**src/hw/dpi_cfg.svh**
```systemverilog
`ifndef DPI_CFG_SVH
`define DPI_CFG_SVH

// ********************************************************************
// sizes
// ********************************************************************
`define DPI_LANES         8
`define DPI_FIFO_ENTRIES  4
`define DPI_FIFO_FULL_CNT 3'h4
`define DPI_CMD_W         19
`define DPI_CTL_W         32
`define DPI_WR_W          72
`define DPI_RD_W          64

// ********************************************************************
// register offsets
// ********************************************************************
`define DPI_CTRL_OFF      12'h000
`define DPI_OFFS_OFF      12'h004
`define DPI_STAT_OFF      12'h008

// ********************************************************************
// control fields and reset values
// ********************************************************************
`define DPI_RUN_BIT       0
`define DPI_CALIB_BIT     1
`define DPI_RATIO_BIT     2
`define DPI_BANKS_LSB     4
`define DPI_OFFS_STRIDE   8
`define DPI_RATIO_RST     1'h1
`define DPI_BANKS_RST     2'h1
`define DPI_OVF_BIT       8
`define DPI_BADCMD_BIT    9

// ********************************************************************
// command type codes
// ********************************************************************
`define DPI_CMD_NODATA    3'h4
`define DPI_CMD_WRITE     3'h1
`define DPI_CMD_READ      3'h3

`endif

```
**src/hw/dpi_pkg.sv**
```systemverilog
package dpi_pkg;
  typedef enum logic [1:0] {OS_IDLE, OS_LOW, OS_HIGH} dpi_ser_state_t;
  typedef logic [5:0] dpi_offset_t;
endpackage : dpi_pkg

```
**src/hw/dpi_top.sv**
```systemverilog
// Operation
// - outbound lane takes 8 bits, emits 4-bit groups
// - inbound fifo packs two 4-bit groups per entry, one in two to one mode
// - capture clock writes, system clock reads out; here the capture clock is sampled and the fifo is written on the system clock
// - read bus eight or four times width
// - read valid only with real read data
// - control fifo full flag; controller stops writing
// - command fifo full flag; controller should stop
// - one offset per bank, unused offsets zero
// - single module, presence shown for two slots
// - divided reset synchronised into system clock
//
// The register addresses and the APB register port were left to the implementer.
`timescale 1ns/1ps
`include "dpi_cfg.svh"
module dpi_top
  import dpi_pkg::*;
(
  input  wire logic                  SYS_CLK_IN,
  input  wire logic                  RESETN_IN,
  input  wire logic                  DIVIDED_DOMAIN_RESET_IN,
  input  wire logic                  PSEL_IN,
  input  wire logic                  PENABLE_IN,
  input  wire logic                  PWRITE_IN,
  input  wire logic [11:0]           PADDR_IN,
  input  wire logic [31:0]           PWDATA_IN,
  output logic      [31:0]           PRDATA_OUT,
  output logic                       PREADY_OUT,
  output logic                       PSLVERR_OUT,
  input  wire logic                  COMMAND_WRITE_ENABLE_IN,
  input  wire logic [`DPI_CMD_W-1:0] COMMAND_IN,
  output logic                       COMMAND_FIFO_FULL_OUT,
  input  wire logic                  CONTROL_WORD_WRITE_ENABLE_IN,
  input  wire logic [`DPI_CTL_W-1:0] CONTROL_WORD_IN,
  output logic                       CONTROL_FIFO_FULL_OUT,
  input  wire logic                  WRITE_DATA_ENABLE_IN,
  input  wire logic [63:0]           WRITE_DATA_BUS_IN,
  input  wire logic [7:0]            WRITE_MASK_BUS_IN,
  output logic                       WRITE_FIFO_FULL_OUT,
  output logic [`DPI_CMD_W-1:0]      MEM_COMMAND_OUT,
  output logic                       MEM_COMMAND_VALID_OUT,
  output logic [`DPI_CTL_W-1:0]      PHY_CONTROL_WORD_OUT,
  output logic                       PHY_CONTROL_VALID_OUT,
  output logic [31:0]                SER_GROUP_DATA_OUT,
  output logic [3:0]                 SER_GROUP_MASK_OUT,
  output logic                       SER_GROUP_VALID_OUT,
  input  wire logic                  HALF_RATE_CAPTURE_CLOCK_IN,
  input  wire logic [31:0]           DESER_GROUP_IN,
  output logic [`DPI_RD_W-1:0]       READ_DATA_OUT,
  output logic                       READ_DATA_VALID_OUT,
  output logic [5:0]                 CALIB_RD_OFFSET_0_OUT,
  output logic [5:0]                 CALIB_RD_OFFSET_1_OUT,
  output logic [5:0]                 CALIB_RD_OFFSET_2_OUT,
  output logic                       CALIB_COMPLETE_OUT,
  input  wire logic                  SLOT_0_PRESENT_IN,
  input  wire logic                  SLOT_1_PRESENT_IN,
  output logic                       SLOT_0_PRESENT_OUT,
  output logic                       SLOT_1_PRESENT_OUT
);
  // ******************************************************************
  // declarations
  // ******************************************************************
  logic                  div_rst_s1_r;
  logic                  div_rst_s2_r;
  logic                  rst_n;
  logic                  run_r;
  logic                  calib_r;
  logic                  ratio4_r;
  logic [1:0]            banks_r;
  dpi_offset_t           offs_r [0:2];
  dpi_offset_t           off_out_r [0:2];
  logic                  rd_ovf_r;
  logic                  bad_cmd_r;
  logic [31:0]           prdata_r;
  logic                  apb_wr;
  logic                  apb_hit;
  logic [31:0]           ctrl_rd;
  logic [31:0]           stat_rd;
  logic                  cmd_push;
  logic                  cmd_empty;
  logic                  cmd_pop;
  logic [`DPI_CMD_W-1:0] cmd_head;
  logic                  ctl_push;
  logic                  ctl_empty;
  logic                  ctl_pop;
  logic [`DPI_CTL_W-1:0] ctl_head;
  logic                  wr_empty;
  logic                  wr_pop;
  logic [`DPI_WR_W-1:0]  wr_head;
  logic [`DPI_WR_W-1:0]  wr_hold_r;
  dpi_ser_state_t        ser_state_r;
  dpi_ser_state_t        ser_state_nxt;
  logic [31:0]           lo_grp;
  logic [31:0]           hi_grp;
  logic [31:0]           ser_data_r;
  logic [3:0]            ser_mask_r;
  logic                  ser_valid_r;
  logic                  cap_s1_r;
  logic                  cap_s2_r;
  logic                  cap_s3_r;
  logic [31:0]           grp_s1_r;
  logic [31:0]           grp_s2_r;
  logic                  cap_edge;
  logic                  half_r;
  logic [31:0]           first_r;
  logic [`DPI_RD_W-1:0]  pack_w;
  logic                  rd_push;
  logic                  rd_full;
  logic                  rd_empty;
  logic                  rd_pop;
  logic [`DPI_RD_W-1:0]  rd_head;
  logic [`DPI_RD_W-1:0]  rd_data_r;
  logic                  rd_valid_r;
  logic                  slot0_s1_r;
  logic                  slot0_s2_r;
  logic                  slot1_s1_r;
  logic                  slot1_s2_r;

  // ******************************************************************
  // reset
  // ******************************************************************
  always_ff @(posedge SYS_CLK_IN) begin
    if (!RESETN_IN) begin
      div_rst_s1_r <= 1'h1;
      div_rst_s2_r <= 1'h1;
    end else begin
      div_rst_s1_r <= DIVIDED_DOMAIN_RESET_IN;
      div_rst_s2_r <= div_rst_s1_r;
    end
  end
  assign rst_n = RESETN_IN & ~div_rst_s2_r;

  // ******************************************************************
  // register bus
  // ******************************************************************
  assign apb_hit = (PADDR_IN == `DPI_CTRL_OFF) ||
                   (PADDR_IN == `DPI_OFFS_OFF) ||
                   (PADDR_IN == `DPI_STAT_OFF);
  assign apb_wr      = PSEL_IN & PENABLE_IN & PWRITE_IN & apb_hit;
  assign PREADY_OUT  = 1'h1;
  assign PSLVERR_OUT = PSEL_IN & PENABLE_IN & ~apb_hit;
  assign PRDATA_OUT  = prdata_r;

  assign ctrl_rd = {26'h000_0000, banks_r, 1'h0, ratio4_r, calib_r, run_r};
  assign stat_rd = {22'h00_0000, bad_cmd_r, rd_ovf_r, 1'h0,
                    slot0_s2_r & slot1_s2_r, slot1_s2_r, slot0_s2_r,
                    rd_empty, WRITE_FIFO_FULL_OUT, CONTROL_FIFO_FULL_OUT,
                    COMMAND_FIFO_FULL_OUT};

  // read data is latched in the setup phase so no wait state is needed
  always_ff @(posedge SYS_CLK_IN) begin
    if (!rst_n) begin
      prdata_r <= 32'h0000_0000;
    end else if (PSEL_IN & ~PENABLE_IN & ~PWRITE_IN) begin
      case (PADDR_IN)
        `DPI_CTRL_OFF: prdata_r <= ctrl_rd;
        `DPI_OFFS_OFF: prdata_r <= {10'h000, offs_r[2], 2'h0, offs_r[1],
                                    2'h0, offs_r[0]};
        `DPI_STAT_OFF: prdata_r <= stat_rd;
        default:       prdata_r <= 32'h0000_0000;
      endcase
    end
  end

  always_ff @(posedge SYS_CLK_IN) begin
    if (!rst_n) begin
      run_r    <= 1'h0;
      calib_r  <= 1'h0;
      ratio4_r <= `DPI_RATIO_RST;
      banks_r  <= `DPI_BANKS_RST;
    end else if (apb_wr && PADDR_IN == `DPI_CTRL_OFF) begin
      run_r    <= PWDATA_IN[`DPI_RUN_BIT];
      calib_r  <= PWDATA_IN[`DPI_CALIB_BIT];
      ratio4_r <= PWDATA_IN[`DPI_RATIO_BIT];
      banks_r  <= PWDATA_IN[`DPI_BANKS_LSB +: 2];
    end
  end
  assign CALIB_COMPLETE_OUT = calib_r;

  // a new event in the clearing cycle keeps its flag set
  always_ff @(posedge SYS_CLK_IN) begin
    if (!rst_n) begin
      rd_ovf_r  <= 1'h0;
      bad_cmd_r <= 1'h0;
    end else begin
      rd_ovf_r  <= (rd_push & rd_full) | (rd_ovf_r & ~(apb_wr &&
                   PADDR_IN == `DPI_STAT_OFF && PWDATA_IN[`DPI_OVF_BIT]));
      bad_cmd_r <= (cmd_push &&
                    COMMAND_IN[2:0] != `DPI_CMD_NODATA &&
                    COMMAND_IN[2:0] != `DPI_CMD_WRITE &&
                    COMMAND_IN[2:0] != `DPI_CMD_READ) |
                   (bad_cmd_r & ~(apb_wr && PADDR_IN == `DPI_STAT_OFF &&
                    PWDATA_IN[`DPI_BADCMD_BIT]));
    end
  end

  // ******************************************************************
  // read offsets per bank
  // ******************************************************************
  for (genvar k = 0; k < 3; k++) begin : g_off
    always_ff @(posedge SYS_CLK_IN) begin
      if (!rst_n) begin
        offs_r[k]    <= 6'h00;
        off_out_r[k] <= 6'h00;
      end else begin
        if (apb_wr && PADDR_IN == `DPI_OFFS_OFF) begin
          offs_r[k] <= PWDATA_IN[k*`DPI_OFFS_STRIDE +: 6];
        end
        off_out_r[k] <= (k < banks_r) ? offs_r[k] : 6'h00;
      end
    end
  end
  assign CALIB_RD_OFFSET_0_OUT = off_out_r[0];
  assign CALIB_RD_OFFSET_1_OUT = off_out_r[1];
  assign CALIB_RD_OFFSET_2_OUT = off_out_r[2];

  // ******************************************************************
  // command and control word fifos
  // ******************************************************************
  assign cmd_push = COMMAND_WRITE_ENABLE_IN & ~COMMAND_FIFO_FULL_OUT;
  assign ctl_push = CONTROL_WORD_WRITE_ENABLE_IN & ~CONTROL_FIFO_FULL_OUT;
  // holding the drains until software sets run lets the fifos fill
  assign cmd_pop  = run_r & ~cmd_empty;
  assign ctl_pop  = run_r & ~ctl_empty;

  dpi_fifo #(.W(`DPI_CMD_W)) u_cmd_fifo (
    .clk_in      (SYS_CLK_IN),
    .rst_n_in    (rst_n),
    .wr_en_in    (COMMAND_WRITE_ENABLE_IN),
    .wr_data_in  (COMMAND_IN),
    .rd_en_in    (cmd_pop),
    .rd_data_out (cmd_head),
    .full_out    (COMMAND_FIFO_FULL_OUT),
    .empty_out   (cmd_empty)
  );

  dpi_fifo #(.W(`DPI_CTL_W)) u_ctl_fifo (
    .clk_in      (SYS_CLK_IN),
    .rst_n_in    (rst_n),
    .wr_en_in    (CONTROL_WORD_WRITE_ENABLE_IN),
    .wr_data_in  (CONTROL_WORD_IN),
    .rd_en_in    (ctl_pop),
    .rd_data_out (ctl_head),
    .full_out    (CONTROL_FIFO_FULL_OUT),
    .empty_out   (ctl_empty)
  );

  always_ff @(posedge SYS_CLK_IN) begin
    if (!rst_n) begin
      MEM_COMMAND_OUT       <= '0;
      MEM_COMMAND_VALID_OUT <= 1'h0;
      PHY_CONTROL_WORD_OUT  <= 32'h0000_0000;
      PHY_CONTROL_VALID_OUT <= 1'h0;
    end else begin
      MEM_COMMAND_VALID_OUT <= cmd_pop;
      PHY_CONTROL_VALID_OUT <= ctl_pop;
      if (cmd_pop) begin
        MEM_COMMAND_OUT <= cmd_head;
      end
      if (ctl_pop) begin
        PHY_CONTROL_WORD_OUT <= ctl_head;
      end
    end
  end

  // ******************************************************************
  // outbound write data serializer
  // ******************************************************************
  dpi_fifo #(.W(`DPI_WR_W)) u_wr_fifo (
    .clk_in      (SYS_CLK_IN),
    .rst_n_in    (rst_n),
    .wr_en_in    (WRITE_DATA_ENABLE_IN),
    .wr_data_in  ({WRITE_MASK_BUS_IN, WRITE_DATA_BUS_IN}),
    .rd_en_in    (wr_pop),
    .rd_data_out (wr_head),
    .full_out    (WRITE_FIFO_FULL_OUT),
    .empty_out   (wr_empty)
  );

  always_comb begin
    ser_state_nxt = ser_state_r;
    case (ser_state_r)
      OS_IDLE:  ser_state_nxt = (run_r & ~wr_empty) ? OS_LOW : OS_IDLE;
      OS_LOW:   ser_state_nxt = OS_HIGH;
      OS_HIGH:  ser_state_nxt = (run_r & ~wr_empty) ? OS_LOW : OS_IDLE;
      default:  ser_state_nxt = OS_IDLE;
    endcase
  end
  assign wr_pop = (ser_state_nxt == OS_LOW);

  for (genvar i = 0; i < `DPI_LANES; i++) begin : g_lane
    assign lo_grp[4*i +: 4] = wr_head[8*i +: 4];
    assign hi_grp[4*i +: 4] = wr_hold_r[8*i+4 +: 4];
    assign pack_w[8*i +: 8] = ratio4_r ?
      {grp_s2_r[4*i +: 4], first_r[4*i +: 4]} :
      {4'h0, grp_s2_r[4*i +: 4]};
  end

  always_ff @(posedge SYS_CLK_IN) begin
    if (!rst_n) begin
      ser_state_r <= OS_IDLE;
      wr_hold_r   <= '0;
      ser_data_r  <= 32'h0000_0000;
      ser_mask_r  <= 4'h0;
      ser_valid_r <= 1'h0;
    end else begin
      ser_state_r <= ser_state_nxt;
      ser_valid_r <= (ser_state_nxt != OS_IDLE);
      if (wr_pop) begin
        wr_hold_r  <= wr_head;
        ser_data_r <= lo_grp;
        ser_mask_r <= wr_head[67:64];
      end else if (ser_state_nxt == OS_HIGH) begin
        ser_data_r <= hi_grp;
        ser_mask_r <= wr_hold_r[71:68];
      end
    end
  end
  assign SER_GROUP_DATA_OUT  = ser_data_r;
  assign SER_GROUP_MASK_OUT  = ser_mask_r;
  assign SER_GROUP_VALID_OUT = ser_valid_r;

  // ******************************************************************
  // inbound read capture
  // ******************************************************************
  // the capture clock is sampled like a pin; groups must be held for
  // several system cycles, which limits the usable capture rate
  always_ff @(posedge SYS_CLK_IN) begin
    if (!rst_n) begin
      cap_s1_r <= 1'h0;
      cap_s2_r <= 1'h0;
      cap_s3_r <= 1'h0;
      grp_s1_r <= 32'h0000_0000;
      grp_s2_r <= 32'h0000_0000;
    end else begin
      cap_s1_r <= HALF_RATE_CAPTURE_CLOCK_IN;
      cap_s2_r <= cap_s1_r;
      cap_s3_r <= cap_s2_r;
      grp_s1_r <= DESER_GROUP_IN;
      grp_s2_r <= grp_s1_r;
    end
  end
  assign cap_edge = cap_s2_r & ~cap_s3_r;
  assign rd_push  = cap_edge & (~ratio4_r | half_r);

  always_ff @(posedge SYS_CLK_IN) begin
    if (!rst_n) begin
      half_r  <= 1'h0;
      first_r <= 32'h0000_0000;
    end else if (cap_edge & ratio4_r) begin
      half_r <= ~half_r;
      if (!half_r) begin
        first_r <= grp_s2_r;
      end
    end
  end

  dpi_fifo #(.W(`DPI_RD_W)) u_rd_fifo (
    .clk_in      (SYS_CLK_IN),
    .rst_n_in    (rst_n),
    .wr_en_in    (rd_push),
    .wr_data_in  (pack_w),
    .rd_en_in    (rd_pop),
    .rd_data_out (rd_head),
    .full_out    (rd_full),
    .empty_out   (rd_empty)
  );
  assign rd_pop = ~rd_empty;

  always_ff @(posedge SYS_CLK_IN) begin
    if (!rst_n) begin
      rd_data_r  <= '0;
      rd_valid_r <= 1'h0;
    end else begin
      rd_valid_r <= rd_pop;
      if (rd_pop) begin
        rd_data_r <= rd_head;
      end
    end
  end
  assign READ_DATA_OUT       = rd_data_r;
  assign READ_DATA_VALID_OUT = rd_valid_r;

  // ******************************************************************
  // module presence
  // ******************************************************************
  always_ff @(posedge SYS_CLK_IN) begin
    if (!rst_n) begin
      slot0_s1_r <= 1'h0;
      slot0_s2_r <= 1'h0;
      slot1_s1_r <= 1'h0;
      slot1_s2_r <= 1'h0;
    end else begin
      slot0_s1_r <= SLOT_0_PRESENT_IN;
      slot0_s2_r <= slot0_s1_r;
      slot1_s1_r <= SLOT_1_PRESENT_IN;
      slot1_s2_r <= slot1_s1_r;
    end
  end
  assign SLOT_0_PRESENT_OUT = slot0_s2_r;
  assign SLOT_1_PRESENT_OUT = slot1_s2_r;
endmodule : dpi_top

```
**src/hw/dpi_fifo.sv**
```systemverilog
`timescale 1ns/1ps
`include "dpi_cfg.svh"
module dpi_fifo #(
  parameter int W = 8
) (
  input  wire logic         clk_in,
  input  wire logic         rst_n_in,
  input  wire logic         wr_en_in,
  input  wire logic [W-1:0] wr_data_in,
  input  wire logic         rd_en_in,
  output logic      [W-1:0] rd_data_out,
  output logic              full_out,
  output logic              empty_out
);
  logic [W-1:0] mem_r [0:`DPI_FIFO_ENTRIES-1];
  logic [1:0]   wr_ptr_r;
  logic [1:0]   rd_ptr_r;
  logic [2:0]   count_r;
  logic         push;
  logic         pop;

  // requests against a full or empty store are dropped, never wrap
  assign push        = wr_en_in & ~full_out;
  assign pop         = rd_en_in & ~empty_out;
  assign full_out    = (count_r == `DPI_FIFO_FULL_CNT);
  assign empty_out   = (count_r == 3'h0);
  assign rd_data_out = mem_r[rd_ptr_r];

  always_ff @(posedge clk_in) begin
    if (push) begin
      mem_r[wr_ptr_r] <= wr_data_in;
    end
  end

  always_ff @(posedge clk_in) begin
    if (!rst_n_in) begin
      wr_ptr_r <= 2'h0;
      rd_ptr_r <= 2'h0;
      count_r  <= 3'h0;
    end else begin
      if (push) begin
        wr_ptr_r <= wr_ptr_r + 2'h1;
      end
      if (pop) begin
        rd_ptr_r <= rd_ptr_r + 2'h1;
      end
      if (push & ~pop) begin
        count_r <= count_r + 3'h1;
      end else if (pop & ~push) begin
        count_r <= count_r - 3'h1;
      end
    end
  end
endmodule : dpi_fifo

```
**config.mk**
```make
export PLATFORM = sky130hd
export DESIGN_NAME = dpi_top
export DESIGN_NICKNAME = d
export VERILOG_FILES = /design/src/hw/dpi_pkg.sv /design/src/hw/dpi_top.sv /design/src/hw/dpi_fifo.sv
export VERILOG_INCLUDE_DIRS = /design/src /design/src/hw
export SDC_FILE = /design/constraint.sdc
export NUM_CORES = 1
export LEC_CHECK = 0
export BUFFER_PORTS_ARGS = -buffer_cell sky130_fd_sc_hd__buf_2
export CELL_PAD_IN_SITES_DETAIL_PLACEMENT = 0
export CELL_PAD_IN_SITES_GLOBAL_PLACEMENT = 1
export CORE_MARGIN = 1.5
export CORE_UTILIZATION = 50
export CTS_CLUSTER_SIZE = 20
export DETAILED_ROUTE_END_ITERATION = 16
export PLACE_DENSITY_LB_ADDON = 0.15
export RECOVER_POWER = 100
export SKIP_CTS_REPAIR_TIMING = 1
export SYNTH_ARGS = -nofsm -noshare
export SYNTH_HDL_FRONTEND = slang
export SYNTH_SLANG_ARGS = --single-unit
```
**constraint.sdc**
```tcl
create_clock -name SYS_CLK_IN -period 7.9 [get_ports SYS_CLK_IN]
set_clock_uncertainty 0.15 [all_clocks]
set_input_delay 0.395 -clock SYS_CLK_IN [delete_from_list [all_inputs] [get_ports SYS_CLK_IN]]
set_output_delay 0.395 -clock SYS_CLK_IN [all_outputs]
set_load 0.05 [all_outputs]
```
### After elaboration in Yosys (flattened, before gate mapping)

Memory sizes are Yosys's and may differ from the RTL's. A register that Yosys moved wholly into a read port is not among the register bits.
Index checks and enable logic that the tools add are counted.

* order comparisons: 3
* add/subtract/negate cells: 16
* mux-type cells: 47
* bitwise logic cells: 65
* equal/unequal tests: 13
* reductions and logical operators: 28

Operators with widths (number)
* one-hot mux 22 bit (3 select lines): 1
* two-way mux 32 bit: 2
* two-way mux 8 bit: 8
* two-way mux 6 bit: 9
* bitwise AND 1 bit: 32
* two-way mux 3 bit: 8
* NOT 1 bit: 24
* adder 2 x 1 -> 2 bit, second input constant: 8
* two-way mux 1 bit: 14
* adder 3 x 1 -> 3 bit, second input constant: 4
* == test 12 x 3 -> 1 bit, second input constant: 1
* == test 12 x 4 -> 1 bit, second input constant: 1
* == test 3 bit, second input constant: 4
* logical NOT 12 bit: 1
* logical NOT 3 bit: 4
* nonzero test 2 bit: 6
* subtractor 3 x 1 -> 3 bit, second input constant: 4
* OR 1 bit: 9
* logical AND 1 bit: 8
* two-way mux 4 bit: 2
* == test 2 x 1 -> 1 bit, second input constant: 2
* == test 2 bit, second input constant: 2
* logical NOT 1 bit: 4
* less-than comparator 1 x 2 -> 1 bit, first input constant: 2
* 10 further kinds: 12

* memories: 6
* input bits: 211
* RAM bits: 784
* output and inout bits: 213
* register bits after elaboration: 287

Memory list
* u_wr_fifo.mem_r: depth 4, width 72, rd ports 1, clocked after Yosys merged registers in 1, wr ports 1, line dpi_fifo.sv:15 `` logic [W-1:0] mem_r [0:`DPI_FIFO_ENTRIES-1]; ``
* u_rd_fifo.mem_r: depth 4, width 64, rd ports 1, clocked after Yosys merged registers in 1, wr ports 1, line dpi_fifo.sv:15
* u_ctl_fifo.mem_r: depth 4, width 32, rd ports 1, clocked after Yosys merged registers in 1, wr ports 1, line dpi_fifo.sv:15
* u_cmd_fifo.mem_r: depth 4, width 19, rd ports 1, clocked after Yosys merged registers in 1, wr ports 1, line dpi_fifo.sv:15
* off_out_r: depth 3, width 6, rd ports 3, clocked after Yosys merged registers in 0, wr ports 3, line dpi_top.sv:71 `dpi_offset_t off_out_r [0:2];`
* offs_r: depth 3, width 6, rd ports 3, clocked after Yosys merged registers in 0, wr ports 3, line dpi_top.sv:70 `dpi_offset_t offs_r [0:2];`

### Logic depth before layout (Yosys ltp)

* depth in word-level cells: 10
* mapped depth: 10
* depth with buffers taken out: 9

### By module

From an unflattened synthesis, not the netlist that was laid out.

* cells, all modules: 2529
* area, all modules: 41994.0 sq um

Modules (own cells, without submodules)
* dpi_top: times used 1, area each 12873.6 sq um, cells an instance 1361, sequential area each 7407.1 sq um
* dpi_fifo at u_wr_fifo: times used 1, area each 10943.0 sq um, cells an instance 424, sequential area each 8828.5 sq um
* dpi_fifo at u_rd_fifo: times used 1, area each 9778.1 sq um, cells an instance 382, sequential area each 7867.5 sq um
* dpi_fifo at u_ctl_fifo: times used 1, area each 5147.4 sq um, cells an instance 215, sequential area each 4023.9 sq um
* dpi_fifo at u_cmd_fifo: times used 1, area each 3251.9 sq um, cells an instance 147, sequential area each 2462.4 sq um

### Worst setup path before layout

No wires, ideal clock.

* path kind: reg2reg
* start: register u_wr_fifo.count_r[0]
* end: memory u_wr_fifo.mem_r[0][0] (netlist name), enable pin
* setup time: 580 ps
* data required time: 7170 ps
* period minus slack after synthesis: 3586 ps
* stages on the path, launching flop included: 5
* slack: 4314 ps
* arrival: 2856 ps
* cells stage by stage: dfxtp_1 > nor3b_1 > nor2b_1 > clkbuf_1 > and2_1

* cells in the longest elaborated chain, start to end: 5

Ends and longest elaborated chain
* from (decl): line dpi_fifo.sv:18 `logic [2:0] count_r;`
* from (signal assigned): line dpi_fifo.sv:48 `count_r <= count_r + 3'h1;`
* from (signal assigned): line dpi_fifo.sv:50 `count_r <= count_r - 3'h1;`
* == test 3 bit (no source line)
* net WRITE_FIFO_FULL_OUT: line dpi_top.sv:39 `output logic WRITE_FIFO_FULL_OUT,`
* NOT 1 bit: line dpi_fifo.sv:23 `assign push = wr_en_in & ~full_out;`
* bitwise AND 1 bit: line dpi_fifo.sv:23
* net u_wr_fifo.push: line dpi_fifo.sv:19 `logic push;`
* two-way mux 1 bit: line dpi_fifo.sv:30 `if (push) begin`
* two-way mux 1 bit (not written as such): line dpi_fifo.sv:31 `mem_r[wr_ptr_r] <= wr_data_in;`
* to (decl): line dpi_fifo.sv:15

The timed path passes the listed nets, and every way through them passes these cells.

==> results.tsv <==
metric	value	unit
status	finished, violations left	
critPathKind	primary input to flop	
place_area	44300	um2
clock.fmax	189	MHz
cp_num_buf_inv	4	
min_period	5.30	ns
grt_setup_unrepaired	no	
slew_violations	639	
ys_ff_latch	1139	
initial_utilization	50.5	%
antenna_found_initial	14	
initialDrtViolationCount	1423	
min_from	PADDR_IN[0]	
cpPeakStageDelay	2.69	ns
cp_cell_sequence	dlygate4sd3_1, clkbuf_1, nor2b_1, clkbuf_1, o21ai_0, clkbuf_1	
drv_cap	15	
dp_cells	3886	
cp_data_arrival_time	5.35	ns
irDropWorstVdd	0.000241	V
cpMaxStageDelayCell	clkbuf_1	
combPwrFrac	2.3	%
path_delay_family	buffers and inverters	
grt_pass1_wl	140	mm
r2r_cells	6	
power.switching	2.41	mW
fp.dieW	291	um
clock-sinks	1139	
clockRootBuffer	clkbuf_16	
p_seq_share	52.6	%
htree_num_levels	3	
synth_largest_area_cell	edfxtp_1	
rows	105	
synth_edf_count	766	
crit_start	RESETN_IN	
avgSynthCellArea	16.4	um2
crit_path_max_fanout	86	
syn2layout_area_growth	19.6	%
cp-end-kind	flop	
ys_warn_count	0	
cts_tree	yes	
place_congestion	0.793	
power-per-cell-area	246	nW/um2
final_area	49500	um2
instances_no_fill	4289	
critPathRequiredTime	7.95	ns
async_reset_ff_share	0	%
cp.depth	6	
first_pass_iters	5	
setup_viol	0	
die_h	291	um
drc	0	
timing.rr.end	first_r[16]	
finalCritPeriodShare	67.1	%
leakage	16.2	nW
hold_class	primary input to flop	
synth.distinct_cells	54	
violations	capacitance limit, slew limit	
numPortBuffers	395	
vias	23073	
r2r_start	ratio4_r	
nFillCells	6402	
totalWireLength	94.1	mm
num_io_pins	424	
synth_top_area_share	55.6	%
cts_made_buffers	114	
fp.dieArea	84600	um2
switching_share	19.8	%
grt_max_degree	87	
cp_common_cell	clkbuf_1	
grt_usage	22.0	%
core_area	82000	um2
tightest_slew	3.92	ns
hold_viol_final	0	
synth_most_common_cell	edfxtp_1	
synthCells	2532	
syn-cell-area	41400	um2
drive_above_1_share	15.4	%
critical_path.endpoint	offs_r[1][2]	
place_hpwl	54.7	mm
timing.setup.tns	0	ns
wire_per_inst	21.9	um
grt_pass1_vias	23138	
ant_nets	0	
slew_headroom	-162	%
cts.path.max_buffers	3	
synth_ff_type	edfxtp_1	
pwr-share-clk	45.1	%
ys_seq_area_share	73.6	%
yosys-top-cells-area	edfxtp_1 (56%), dfxtp_1 (18%), mux4_2 (10%)	
r2r_slack	2.60	ns
nets	3347	
cp-start-kind	primary input	
synth_commonest_cells	edfxtp_1 (766), nand2_1 (387), dfxtp_1 (373)	
p_int	9.76	mW
globalRouteOverflowTotal	0	
clkLatencyLatePin	0.68	ns
path_clk_slew	0.06	ns
viasPerCell	5.38	
[per-stage QoR]
stage	total power [mW]	setup slack [ns]	hold slack, ns	util [%]
detailed placement	6.74	4.31	0.249	54.1
finish	12.2	2.60	0.00410	60.4
global placement	6.73	4.31	0.243	54.1
global route	12.5	2.22	0.0279	60.4
CTS	12.2	4.30	-0.286	58.8
floorplan	6.64	4.31	0.236	-
[flip-flops by register name, indices dropped and copies added (netlist names), 4 cells and up, named ones only]
name,count
grp_s1_r,32
u_wr_fifo.mem_r,288
SER_GROUP_DATA_OUT,32
PHY_CONTROL_WORD_OUT,32
offs_r,18
u_rd_fifo.mem_r,256
PRDATA_OUT,19
READ_DATA_OUT,64
u_cmd_fifo.mem_r,76
SER_GROUP_MASK_OUT,4
wr_hold_r,36
u_ctl_fifo.mem_r,128
grp_s2_r,32
MEM_COMMAND_OUT,19
first_r,32
off_out_r,18
[power by group through the flow]
stage / clock, mW / combinational [mW] / sequential, mW
final: 5.49 / 0.282 / 6.40
after global routing: 5.82 / 0.305 / 6.40
after CTS: 5.58 / 0.216 / 6.40
after detailed placement: 0 / 0.215 / 6.53
after global placement: 0 / 0.207 / 6.52
after floorplan: 0 / 0.112 / 6.53
[placed cells by master, fill, tap and decap left out, types with 20 or more instances in the layout]
| master | synthesis | final |
|---|---|---|
| dlygate4sd3_1 | 0 | 181 |
| dfxtp_1 | 373 | 368 |
| mux2_1 | 0 | 32 |
| clkbuf_16 | 0 | 115 |
| ha_1 | 20 | 20 |
| clkinv_1 | 1 | 24 |
| buf_2 | 34 | 72 |
| a21oi_1 | 192 | 192 |
| buf_4 | 21 | 20 |
| edfxtp_1 | 766 | 766 |
| clkbuf_1 | 78 | 365 |
| nor2b_1 | 43 | 43 |
| nor2_1 | 36 | 36 |
| mux4_2 | 187 | 187 |
| and2_1 | 146 | 40 |
| and2_0 | 0 | 104 |
| a221o_2 | 30 | 30 |
| nand2_1 | 387 | 387 |
[routing by layer]
metal / up-vias / share of wire (%) / track usage [%]
met3: 170 / 6.5 / 6.09
met2: 641 / 49 / 36.9
met5: - / 0.14 / 0
li1: 10591 / - / -
met4: 22 / 2.6 / 6.10
met1: 11649 / 42 / 28.0
[area by class of cell]
class,instances,area [um2],area share (%)
Inverter,18,67.6,0.136
Clock inverter,62,737,1.49
Sequential cell,1139,30500,61.6
Tap cell,1070,1340,2.70
Clock buffer,156,3130,6.33
Antenna cell,4,10.0,0.0202
Timing Repair Buffer,607,3580,7.22
Multi-Input combinational cell,1233,10200,20.5
[logic make-up (layout without fill, tap and decap cells)]
group | after synthesis | in the layout | share of synthesized area (%)
multiplexers | 235 | 235 | 11.4
flip-flops | 1139 | 1139 | 73.6
adder cells (fa/ha/maj) | 23 | 23 | 0.749
AND/OR/NAND/NOR | 674 | 674 | 7.85
XOR/XNOR | 20 | 20 | 0.423
AO/OA/AOI/OAI | 267 | 267 | 3.97
buffers and inverters | 172 | 843 | 1.98
other | 2 | 18 | 0.0181
[how the worst min path moves through the flow]
stage	to	slack [ns]	cells after the start
global route	PRDATA_OUT[9]	0.03	4
detailed placement	div_rst_s2_r	0.25	1
floorplan	div_rst_s2_r	0.24	1
finish	PRDATA_OUT[9]	0.004	4
global placement	div_rst_s2_r	0.24	1
CTS	div_rst_s1_r	-0.29	2
[worst min-delay path, cell delays in order]
cell	delay, ns
buf_2	0.14
nor4b_4	0.07
nand4_1	0.08
a31oi_1	0.08
Note: power is estimated with default switching activity, not from simulation.
